===== src/design/gp_timer_pkg.sv =====
package gp_timer_pkg;

  // ----------------------------------------------------------------
  // Register offsets (byte addresses, one 32-bit word each)
  // ----------------------------------------------------------------
  localparam logic [7:0] OFF_CTRL   = 8'h00;
  localparam logic [7:0] OFF_STATUS = 8'h04;
  localparam logic [7:0] OFF_COUNT  = 8'h08;
  localparam logic [7:0] OFF_PRESC  = 8'h0c;
  localparam logic [7:0] OFF_RELOAD = 8'h10;
  localparam logic [7:0] OFF_CHMODE = 8'h14;
  localparam logic [7:0] OFF_CCR0   = 8'h18;
  localparam logic [7:0] CCR_STEP   = 8'h04;
  localparam logic [7:0] OFF_DMAEN  = 8'h28;

  // ----------------------------------------------------------------
  // Sizes and reset values
  // ----------------------------------------------------------------
  localparam int          MAX_CH      = 4;
  localparam int          FULL_CH     = 4;
  localparam int          REDUCED_CH  = 2;
  localparam int          CTRL_W      = 9;
  localparam logic [15:0] RELOAD_RST  = 16'hffff;
  localparam logic [15:0] PRESC_RST   = 16'h0000;
  localparam logic [7:0]  CHMODE_RST  = 8'h00;

  // ----------------------------------------------------------------
  // Modes and control layout
  // ----------------------------------------------------------------
  typedef enum logic [1:0] {
    MODE_UP     = 2'h0,
    MODE_DOWN   = 2'h1,
    MODE_CENTER = 2'h2
  } count_mode_t;

  typedef enum logic [1:0] {
    SRC_BUS  = 2'h0,
    SRC_LSO  = 2'h1,
    SRC_ENC  = 2'h2,
    SRC_LINK = 2'h3
  } clk_src_t;

  typedef enum logic [1:0] {
    CH_OFF     = 2'h0,
    CH_CAPTURE = 2'h1,
    CH_PWM     = 2'h2,
    CH_TOGGLE  = 2'h3
  } ch_mode_t;

  // Bit 0 is enable, bits 8:1 follow upward in declaration order reversed
  typedef struct packed {
    logic        hall;
    logic        link_rst;
    clk_src_t    src;
    logic        freeze;
    logic        one_pulse;
    count_mode_t mode;
    logic        en;
  } ctrl_t;

  localparam ctrl_t CTRL_RST = ctrl_t'(9'h000);

endpackage


===== src/design/general_purpose_timer.sv =====
`timescale 1ns/10ps
// Summary of operation
// - Full timer: 16-bit reload counter, up/down/center
// - Prescaler divides by 1 through 65536
// - Full timer: four capture/compare/PWM/one-pulse channels
// - Reduced timer: same counter, two channels
// - DMA requests only on the full timer
// - Link trigger in/out synchronizes or chains timers
// - Counter freezes during debug halt when selected
// - Full timer decodes quadrature and hall inputs
// - Reduced timer counts low-speed oscillator edges
module general_purpose_timer #(
  parameter bit FULL = 1'b1
) (
  // Clock and reset
  input  wire logic        i_clk,
  input  wire logic        i_rst_b,
  // APB slave
  input  wire logic        i_psel,
  input  wire logic        i_penable,
  input  wire logic        i_pwrite,
  input  wire logic [7:0]  i_paddr,
  input  wire logic [31:0] i_pwdata,
  output logic      [31:0] o_prdata,
  output logic             o_pready,
  output logic             o_pslverr,
  // Clock sources, debug and link
  input  wire logic        i_low_speed_ext_osc,
  input  wire logic        i_dbg_halt,
  input  wire logic        i_link_trg,
  output logic             o_link_trgo,
  // Channels and requests
  input  wire logic [3:0]  i_ch_in,
  output logic      [3:0]  o_ch_out,
  output logic             o_dma_req,
  output logic             o_update_flag
);

  localparam int NCH = FULL ? gp_timer_pkg::FULL_CH : gp_timer_pkg::REDUCED_CH;

  // ----------------------------------------------------------------
  // State
  // ----------------------------------------------------------------
  gp_timer_pkg::ctrl_t ctrl,      next_ctrl;
  logic [15:0]         presc,     next_presc;
  logic [15:0]         reload,    next_reload;
  logic [7:0]          chmode,    next_chmode;
  logic [15:0]         ccr       [gp_timer_pkg::MAX_CH];
  logic [15:0]         next_ccr  [gp_timer_pkg::MAX_CH];
  logic                dma_en,    next_dma_en;
  logic                upd_flag,  next_upd_flag;
  logic [3:0]          ch_flag,   next_ch_flag;
  logic [31:0]         next_prdata;
  logic                next_pready;
  logic                next_pslverr;
  logic [15:0]         cnt,       next_cnt;
  logic [15:0]         psc_cnt,   next_psc_cnt;
  logic                dir_down,  next_dir_down;
  logic                lso_q;
  logic [3:0]          in_q;
  logic                hall_q;
  logic                next_trgo;
  logic                next_dma;
  logic                src_tick;
  logic                tick;
  logic                upd;
  logic                run;
  logic                enc_up;
  logic                cnt_wr;
  logic                wr;
  logic [3:0]          cap_ev;
  logic [3:0]          cmp_ev;
  logic [3:0]          next_out;

  // ----------------------------------------------------------------
  // Address decode helpers
  // ----------------------------------------------------------------
  function automatic logic [7:0] ccr_addr(input int c);
    ccr_addr = gp_timer_pkg::OFF_CCR0 + 8'(c) * gp_timer_pkg::CCR_STEP;
  endfunction

  // Channels beyond NCH and the DMA enable do not exist on a reduced timer
  function automatic logic reg_hit(input logic [7:0] a);
    reg_hit = (a == gp_timer_pkg::OFF_CTRL)   || (a == gp_timer_pkg::OFF_STATUS) ||
              (a == gp_timer_pkg::OFF_COUNT)  || (a == gp_timer_pkg::OFF_PRESC)  ||
              (a == gp_timer_pkg::OFF_RELOAD) || (a == gp_timer_pkg::OFF_CHMODE) ||
              (FULL && a == gp_timer_pkg::OFF_DMAEN);
    for (int c = 0; c < NCH; c++) begin
      if (a == ccr_addr(c)) begin
        reg_hit = 1'b1;
      end
    end
  endfunction

  assign wr     = i_psel & i_penable & o_pready & i_pwrite & reg_hit(i_paddr);
  assign cnt_wr = wr & (i_paddr == gp_timer_pkg::OFF_COUNT);

  // ----------------------------------------------------------------
  // Counter, prescaler and tick sources
  // ----------------------------------------------------------------
  // Encoder edges and link triggers pass the prescaler like any other source
  always_comb begin
    enc_up        = in_q[0] ^ i_ch_in[1];
    run           = ctrl.en & ~(ctrl.freeze & i_dbg_halt);
    case (ctrl.src)
      gp_timer_pkg::SRC_BUS:  src_tick = 1'b1;
      gp_timer_pkg::SRC_LSO:  src_tick = ~FULL & i_low_speed_ext_osc & ~lso_q;
      gp_timer_pkg::SRC_ENC:  src_tick = FULL & |(i_ch_in[1:0] ^ in_q[1:0]);
      gp_timer_pkg::SRC_LINK: src_tick = i_link_trg;
      default:                src_tick = 1'b0;
    endcase
    next_psc_cnt  = psc_cnt;
    tick          = 1'b0;
    if (run && src_tick) begin
      if (psc_cnt == presc) begin
        next_psc_cnt = 16'h0000;
        tick         = 1'b1;
      end else begin
        next_psc_cnt = psc_cnt + 16'h0001;
      end
    end
    // A new divider restarts the count; a smaller one would otherwise wait for a wrap
    if (wr && i_paddr == gp_timer_pkg::OFF_PRESC) begin
      next_psc_cnt = 16'h0000;
    end
    next_cnt      = cnt;
    next_dir_down = dir_down;
    upd           = 1'b0;
    if (cnt_wr) begin
      next_cnt = i_pwdata[15:0];
    end else if (run && ctrl.link_rst && i_link_trg) begin
      next_cnt     = 16'h0000;
      next_psc_cnt = 16'h0000;
    end else if (tick) begin
      if (ctrl.src == gp_timer_pkg::SRC_ENC) begin
        next_dir_down = ~enc_up;
      end else if (ctrl.mode == gp_timer_pkg::MODE_DOWN) begin
        next_dir_down = 1'b1;
      end else if (ctrl.mode != gp_timer_pkg::MODE_CENTER) begin
        next_dir_down = 1'b0;
      end
      if (!next_dir_down) begin
        if (cnt >= reload) begin
          upd = 1'b1;
          if (ctrl.mode == gp_timer_pkg::MODE_CENTER && ctrl.src != gp_timer_pkg::SRC_ENC) begin
            next_cnt      = reload - 16'h0001;
            next_dir_down = 1'b1;
          end else begin
            next_cnt = 16'h0000;
          end
        end else begin
          next_cnt = cnt + 16'h0001;
        end
      end else begin
        if (cnt == 16'h0000) begin
          upd = 1'b1;
          if (ctrl.mode == gp_timer_pkg::MODE_CENTER && ctrl.src != gp_timer_pkg::SRC_ENC) begin
            next_cnt      = 16'h0001;
            next_dir_down = 1'b0;
          end else begin
            next_cnt = reload;
          end
        end else begin
          next_cnt = cnt - 16'h0001;
        end
      end
    end
    next_trgo = upd;
    next_dma  = FULL & dma_en & (upd | (|cap_ev) | (|cmp_ev));
  end

  // Counter registers; pin history feeds the edge detectors
  always_ff @(posedge i_clk or negedge i_rst_b) begin
    if (!i_rst_b) begin
      cnt         <= 16'h0000;
      psc_cnt     <= 16'h0000;
      dir_down    <= 1'b0;
      lso_q       <= 1'b0;
      in_q        <= 4'h0;
      hall_q      <= 1'b0;
      o_link_trgo <= 1'b0;
      o_dma_req   <= 1'b0;
    end else begin
      cnt         <= next_cnt;
      psc_cnt     <= next_psc_cnt;
      dir_down    <= next_dir_down;
      lso_q       <= i_low_speed_ext_osc;
      in_q        <= i_ch_in;
      hall_q      <= ^i_ch_in[2:0];
      o_link_trgo <= next_trgo;
      o_dma_req   <= next_dma;
    end
  end

  // ----------------------------------------------------------------
  // Channels
  // ----------------------------------------------------------------
  // Unused hall inputs held low let one or two sensors work alone
  for (genvar c = 0; c < gp_timer_pkg::MAX_CH; c++) begin : g_ch
    if (c < NCH) begin : g_live
      gp_timer_pkg::ch_mode_t m;
      always_comb begin
        m         = gp_timer_pkg::ch_mode_t'(chmode[2*c +: 2]);
        cap_ev[c] = (m == gp_timer_pkg::CH_CAPTURE) &&
                    ((i_ch_in[c] && !in_q[c]) ||
                     (FULL && c == 0 && ctrl.hall && ((^i_ch_in[2:0]) != hall_q)));
        cmp_ev[c] = tick && (m != gp_timer_pkg::CH_CAPTURE) && (cnt == ccr[c]);
        case (m)
          gp_timer_pkg::CH_PWM:    next_out[c] = run && (next_cnt < ccr[c]);
          gp_timer_pkg::CH_TOGGLE: next_out[c] = o_ch_out[c] ^ cmp_ev[c];
          default:                 next_out[c] = 1'b0;
        endcase
      end
    end else begin : g_none
      assign cap_ev[c]   = 1'b0;
      assign cmp_ev[c]   = 1'b0;
      assign next_out[c] = 1'b0;
    end
  end

  // Channel output pins
  always_ff @(posedge i_clk or negedge i_rst_b) begin
    if (!i_rst_b) begin
      o_ch_out <= 4'h0;
    end else begin
      o_ch_out <= next_out;
    end
  end

  // ----------------------------------------------------------------
  // Register file and APB answer
  // ----------------------------------------------------------------
  // Read data is latched in the setup cycle, so pready can come from a flop
  always_comb begin
    next_ctrl     = ctrl;
    next_presc    = presc;
    next_reload   = reload;
    next_chmode   = chmode;
    next_dma_en   = dma_en;
    next_prdata   = o_prdata;
    next_pready   = i_psel & ~i_penable;
    next_pslverr  = i_psel & ~i_penable & ~reg_hit(i_paddr);
    for (int c = 0; c < gp_timer_pkg::MAX_CH; c++) begin
      next_ccr[c] = ccr[c];
      if (wr && i_paddr == ccr_addr(c)) begin
        next_ccr[c] = i_pwdata[15:0];
      end
      if (cap_ev[c]) begin
        next_ccr[c] = cnt;
      end
    end
    if (wr) begin
      case (i_paddr)
        gp_timer_pkg::OFF_CTRL:   next_ctrl   = gp_timer_pkg::ctrl_t'(i_pwdata[8:0]);
        gp_timer_pkg::OFF_PRESC:  next_presc  = i_pwdata[15:0];
        gp_timer_pkg::OFF_RELOAD: next_reload = i_pwdata[15:0];
        gp_timer_pkg::OFF_CHMODE: next_chmode = i_pwdata[7:0];
        gp_timer_pkg::OFF_DMAEN:  next_dma_en = i_pwdata[0];
        default:                  next_ctrl   = next_ctrl;
      endcase
    end
    if (upd && ctrl.one_pulse) begin
      next_ctrl.en = 1'b0;
    end
    // A new event beats a write-one-to-clear in the same cycle
    next_upd_flag = upd | (upd_flag &
                    ~(wr && i_paddr == gp_timer_pkg::OFF_STATUS && i_pwdata[0]));
    next_ch_flag  = cap_ev | cmp_ev | (ch_flag &
                    ~((wr && i_paddr == gp_timer_pkg::OFF_STATUS) ? i_pwdata[4:1] : 4'h0));
    if (i_psel && !i_penable) begin
      case (i_paddr)
        gp_timer_pkg::OFF_CTRL:   next_prdata = {23'h000000, ctrl};
        gp_timer_pkg::OFF_STATUS: next_prdata = {26'h0000000, dir_down, ch_flag, upd_flag};
        gp_timer_pkg::OFF_COUNT:  next_prdata = {16'h0000, cnt};
        gp_timer_pkg::OFF_PRESC:  next_prdata = {16'h0000, presc};
        gp_timer_pkg::OFF_RELOAD: next_prdata = {16'h0000, reload};
        gp_timer_pkg::OFF_CHMODE: next_prdata = {24'h000000, chmode};
        gp_timer_pkg::OFF_DMAEN:  next_prdata = {31'h00000000, dma_en & FULL};
        default:                  next_prdata = 32'h00000000;
      endcase
      for (int c = 0; c < NCH; c++) begin
        if (i_paddr == ccr_addr(c)) begin
          next_prdata = {16'h0000, ccr[c]};
        end
      end
    end
  end

  // Register file flops
  always_ff @(posedge i_clk or negedge i_rst_b) begin
    if (!i_rst_b) begin
      ctrl          <= gp_timer_pkg::CTRL_RST;
      presc         <= gp_timer_pkg::PRESC_RST;
      reload        <= gp_timer_pkg::RELOAD_RST;
      chmode        <= gp_timer_pkg::CHMODE_RST;
      dma_en        <= 1'b0;
      upd_flag      <= 1'b0;
      ch_flag       <= 4'h0;
      o_prdata      <= 32'h00000000;
      o_pready      <= 1'b0;
      o_pslverr     <= 1'b0;
      for (int c = 0; c < gp_timer_pkg::MAX_CH; c++) begin
        ccr[c] <= 16'h0000;
      end
    end else begin
      ctrl          <= next_ctrl;
      presc         <= next_presc;
      reload        <= next_reload;
      chmode        <= next_chmode;
      dma_en        <= next_dma_en & FULL;
      upd_flag      <= next_upd_flag;
      ch_flag       <= next_ch_flag;
      o_prdata      <= next_prdata;
      o_pready      <= next_pready;
      o_pslverr     <= next_pslverr;
      for (int c = 0; c < gp_timer_pkg::MAX_CH; c++) begin
        ccr[c] <= next_ccr[c];
      end
    end
  end

  assign o_update_flag = upd_flag;
endmodule


===== config.mk =====
export PLATFORM = sky130hd
export DESIGN_NAME = general_purpose_timer
export DESIGN_NICKNAME = d
export VERILOG_FILES = /design/src/design/gp_timer_pkg.sv /design/src/design/general_purpose_timer.sv
export SDC_FILE = /design/constraint.sdc
export NUM_CORES = 1
export LEC_CHECK = 0
export BUFFER_PORTS_ARGS = -buffer_cell sky130_fd_sc_hd__buf_2
export CAP_MARGIN = 20
export CORE_MARGIN = 2
export CORE_UTILIZATION = 30
export CTS_CLUSTER_SIZE = 24
export DETAILED_ROUTE_END_ITERATION = 8
export HOLD_SLACK_MARGIN = 0.08
export SYNTH_ARGS = -nofsm -noshare
export SYNTH_HDL_FRONTEND = slang
export SYNTH_SLANG_ARGS = --single-unit

===== constraint.sdc =====
create_clock -name i_clk -period 4.5 [get_ports i_clk]
set_clock_uncertainty 0.1 [all_clocks]
set_input_delay 1.35 -clock i_clk [delete_from_list [all_inputs] [get_ports i_clk]]
set_output_delay 1.35 -clock i_clk [all_outputs]
set_load 0.02 [all_outputs]

==> results.yml <==
power_and_ir_drop:
  peakVddDrop_v: 0.0001803
  pwr-share-seq: 0.478
  p_int_uw: 2558
  clkPwrFrac: 0.452
  powerDensity_mw_per_mm2: 217.0
  sw_frac_of_total: 0.2604
  switchingPower_uw: 900.7
  pwr-share-comb: 0.070
  leakage_uw: 0.007703
setup_path:
  crit_arrival_ps: 4670
  endpoint_kind: "flip-flop"
  worstPathRequired_ps: 4790
  path_max_fanout: 6
  ff2ff_path_depth: 20
  r2r_end: "o_ch_out[1]"
  startpoint_type: "flip-flop"
  rr_startpoint: "reload[13]"
  path_class: "flip-flop to flip-flop"
  rrSetupSlack_ps: 120
min_path:
  hold-path-cell-count: 1
  hp-start: "ctrl[3]"
  min_to: "ctrl[0]"
  hold_path.class: "flip-flop to flip-flop"
logic_synthesis:
  ys_warn_count: 0
  ys_seq_area_frac: 0.3464
  synth.cell_area_mm2: 0.01313
  yosysUniqueCellTypes: 75
  synthArstFlopShare: 1.000
  synth_seq_cells: 181
  ys.flop_type: "dfrtp_1"
  syn_area_per_cell_um2: 8.964
  synth_cells: 1465
  synth_edf_count: 0
place:
  dp_slack_ps: -434.7
  dp_cells: 2162
  dp_hpwl_um: 36670
  gp_congestion: 0.9397
  port_buffers: 59
routing:
  drt_pre_antenna_iters: 7
  drt_iter0_drc: 1300
  vias: 12040
  drcViolationCount: 0
  wire_per_inst_um: 22.11
  viasPerCell: 5.469
  drt-total-wl_um: 48670
  postRouteAntennaNets: 0
sta:
  hold_ws_ps: 375.1
  worst_slack_ps: 121.0
  relSlewSlack: 0.3302
  period_share: 0.9731
  min_period_ps: 4379
  max_freq_mhz: 228.4
  final_max_slew_viol_count: 0
  worst_slew_pin_slew_ps: 1005
  setup_viol: 0
  finalHoldViolations: 0
die:
  pin_count: 93
  start_util: 0.3042
  num_rows: 76
  die-area_mm2: 0.04546
  dieHeight_um: 213.2
  die_x_um: 213.2
  coreArea_mm2: 0.04317
layout:
  finalNonFillerCells: 2201
  areaGrowthSynthToFinish_pct: 21.40
  antenna_cells: 0
  final_layout_size_suffix_gt1_frac: 0.2413
  nets: 1738
clocking:
  clockRootBuffer: "clkbuf_16"
  cts_tree: "built"
  clock_latency_ps: 460
  cts.sinks: 181
  clockBufferDepth: 2
  path_clk_slew_ps: 80
  cts_buffers: 17
  htreeDepth: 4
global_routing:
  grt_pass1_vias: 11570
  grt_pass1_wl_um: 72420
  overflow: 0
  grt_usage: 0.2153
  grt_max_degree: 105
  antenna_found_initial: 0
run_status:
  status: "complete, no violations"
flow_run:
  cap_violations: 0
synthesized netlist by cell type, types with 4 or more instances:
library cell | n | area share
a221oi_1 | 25 | 0.017
nand4_1 | 27 | 0.013
a21oi_1 | 73 | 0.028
mux2i_1 | 72 | 0.055
or3_1 | 10 | 0.0048
ha_1 | 82 | 0.078
buf_1 | 11 | 0.0031
o21ai_1 | 6 | 0.0023
buf_2 | 7 | 0.0027
o22ai_1 | 5 | 0.0024
xnor2_1 | 44 | 0.029
xor2_1 | 89 | 0.059
dfrtp_1 | 165 | 0.31
buf_4 | 19 | 0.011
or2_2 | 5 | 0.0024
inv_1 | 95 | 0.027
nand2_1 | 114 | 0.033
a22oi_1 | 16 | 0.0091
a21o_1 | 25 | 0.014
nor2b_1 | 7 | 0.0033
nor4_1 | 27 | 0.013
a222oi_1 | 6 | 0.0046
and4_1 | 8 | 0.0053
or4_1 | 6 | 0.0034
dfstp_2 | 16 | 0.032
nor2_1 | 95 | 0.027
nand3_1 | 26 | 0.0099
and2_1 | 5 | 0.0024
o2bb2ai_1 | 6 | 0.0040
and3_1 | 17 | 0.0081
nor3_1 | 15 | 0.0057
o31ai_1 | 9 | 0.0051
a211oi_1 | 9 | 0.0051
a32oi_1 | 13 | 0.0087
a211o_1 | 6 | 0.0040
buf_6 | 4 | 0.0034
o21ai_0 | 88 | 0.034
clkbuf_1 | 79 | 0.023
a31oi_1 | 15 | 0.0071
nand2b_1 | 11 | 0.0052
o21a_1 | 7 | 0.0040
mux2_2 | 50 | 0.043
a311oi_1 | 4 | 0.0027
critical path, cell delays in order, from the launching register on:
cell     delay [ps]
dfstp_2         530
inv_1            80
ha_4            270
nand4_1         200
or4_4           510
o31ai_4         260
or3_1           160
buf_6           140
buf_4           120
mux2_4          300
a21oi_2         110
o21ai_1          70
buf_4           170
ha_1            190
a21o_1          180
a21o_1          170
a21o_1          160
a21oi_2         120
o221a_2         250
nand3_2          70
o21ai_1         130
cell type report:
class                           count  area, um^2
Fill cell                        4437       27230
Multi-Input combinational cell   1084        8099
Sequential cell                   181        4549
Timing Repair Buffer              225        1623
Tap cell                          585       732.0
Clock buffer                       18       439.2
Inverter                           95       356.6
Clock inverter                     13       143.9
registers in the layout, summed over array words and instances, names as in the netlist, 4 cells and up:
| register | cells |
|---|---|
| ctrl | 9 |
| cnt | 16 |
| in_q | 4 |
| psc_cnt | 16 |
| ch_flag | 4 |
| ccr | 64 |
| presc | 16 |
| o_ch_out | 4 |
| o_prdata | 16 |
| chmode | 8 |
| reload | 16 |
power groups by stage:
stage	sequential (uW)	clock, uW	combinational [uW]
6_report	1650	1560	243
5_1_grt	1650	1640	267
3_3_place_gp	1680	0	230
2_1_floorplan	1680	0	116
3_5_place_dp	1680	0	233
4_1_cts	1650	1580	235
metal layers:
layer  global-route usage  wire (um)  vias up
met4               0.1058       2494        0
met2               0.3389      22090      526
met5                    0          0        -
li1                     -          -     5484
met1               0.2919      21470     5896
met3              0.02677       2628      131
worst max-delay path by stage:
| stage | depth (start not counted) | slack, ps | startpoint | to |
|---|---|---|---|---|
| floorplan | 16 | 40 | i_ch_in[0] | o_ch_out[1] |
| global placement | 16 | -420 | i_ch_in[0] | o_ch_out[1] |
| finish | 20 | 120 | reload[13] | o_ch_out[1] |
| CTS | 19 | 5 | reload[15] | o_ch_out[3] |
| global route | 19 | -10 | reload[9] | o_ch_out[2] |
| detailed placement | 16 | -430 | i_ch_in[0] | o_ch_out[2] |
kinds of logic after synthesis:
family                     share of synthesized area
other                                      0.0002855
adders and majority gates                    0.07812
muxes                                        0.09775
xor gates and xnor gates                     0.08870
buffers and inverters                        0.06984
and+or+nand+nor                               0.1482
DFF                                           0.3464
AOI/OAI and AO/OA                             0.1706
layout by cell type, fill, tap and decap left out, types with 17 or more instances in the layout:
cell,netlist,routed
a221oi_1,25,24
nor2_1,95,94
a21oi_1,73,64
nand4_1,27,27
and3_1,17,17
mux2i_1,72,71
o21ai_0,88,83
clkbuf_16,0,17
dfrtp_1,165,165
buf_4,19,157
ha_1,82,71
a21o_1,25,25
nand3_1,26,25
nor4_1,27,27
nand2_1,114,112
inv_1,95,89
xnor2_1,44,44
mux2_2,50,49
buf_2,7,58
xor2_1,89,89
stage by stage:
stage	total power (uW)	instance area (um^2)	util	setup TNS, ps
2_1_floorplan	1798	13220	-	0
3_3_place_gp	1913	14960	0.3466	-1319
3_5_place_dp	1916	14960	0.3466	-1422
4_1_cts	3471	15610	0.3615	0
5_1_grt	3559	15940	0.3693	-14.66
6_report	3459	15940	0.3693	0
repair_timing:
item / in CTS / in global routing
resized for setup: 8 / 57
hold buffers: 0 / 0
setup buffers: 2 / 8
cloned: 0 / 0
endpoints found under the setup margin: 4 / 4
pin swaps: 3 / 37
Note: power is estimated with default switching activity, not from simulation.
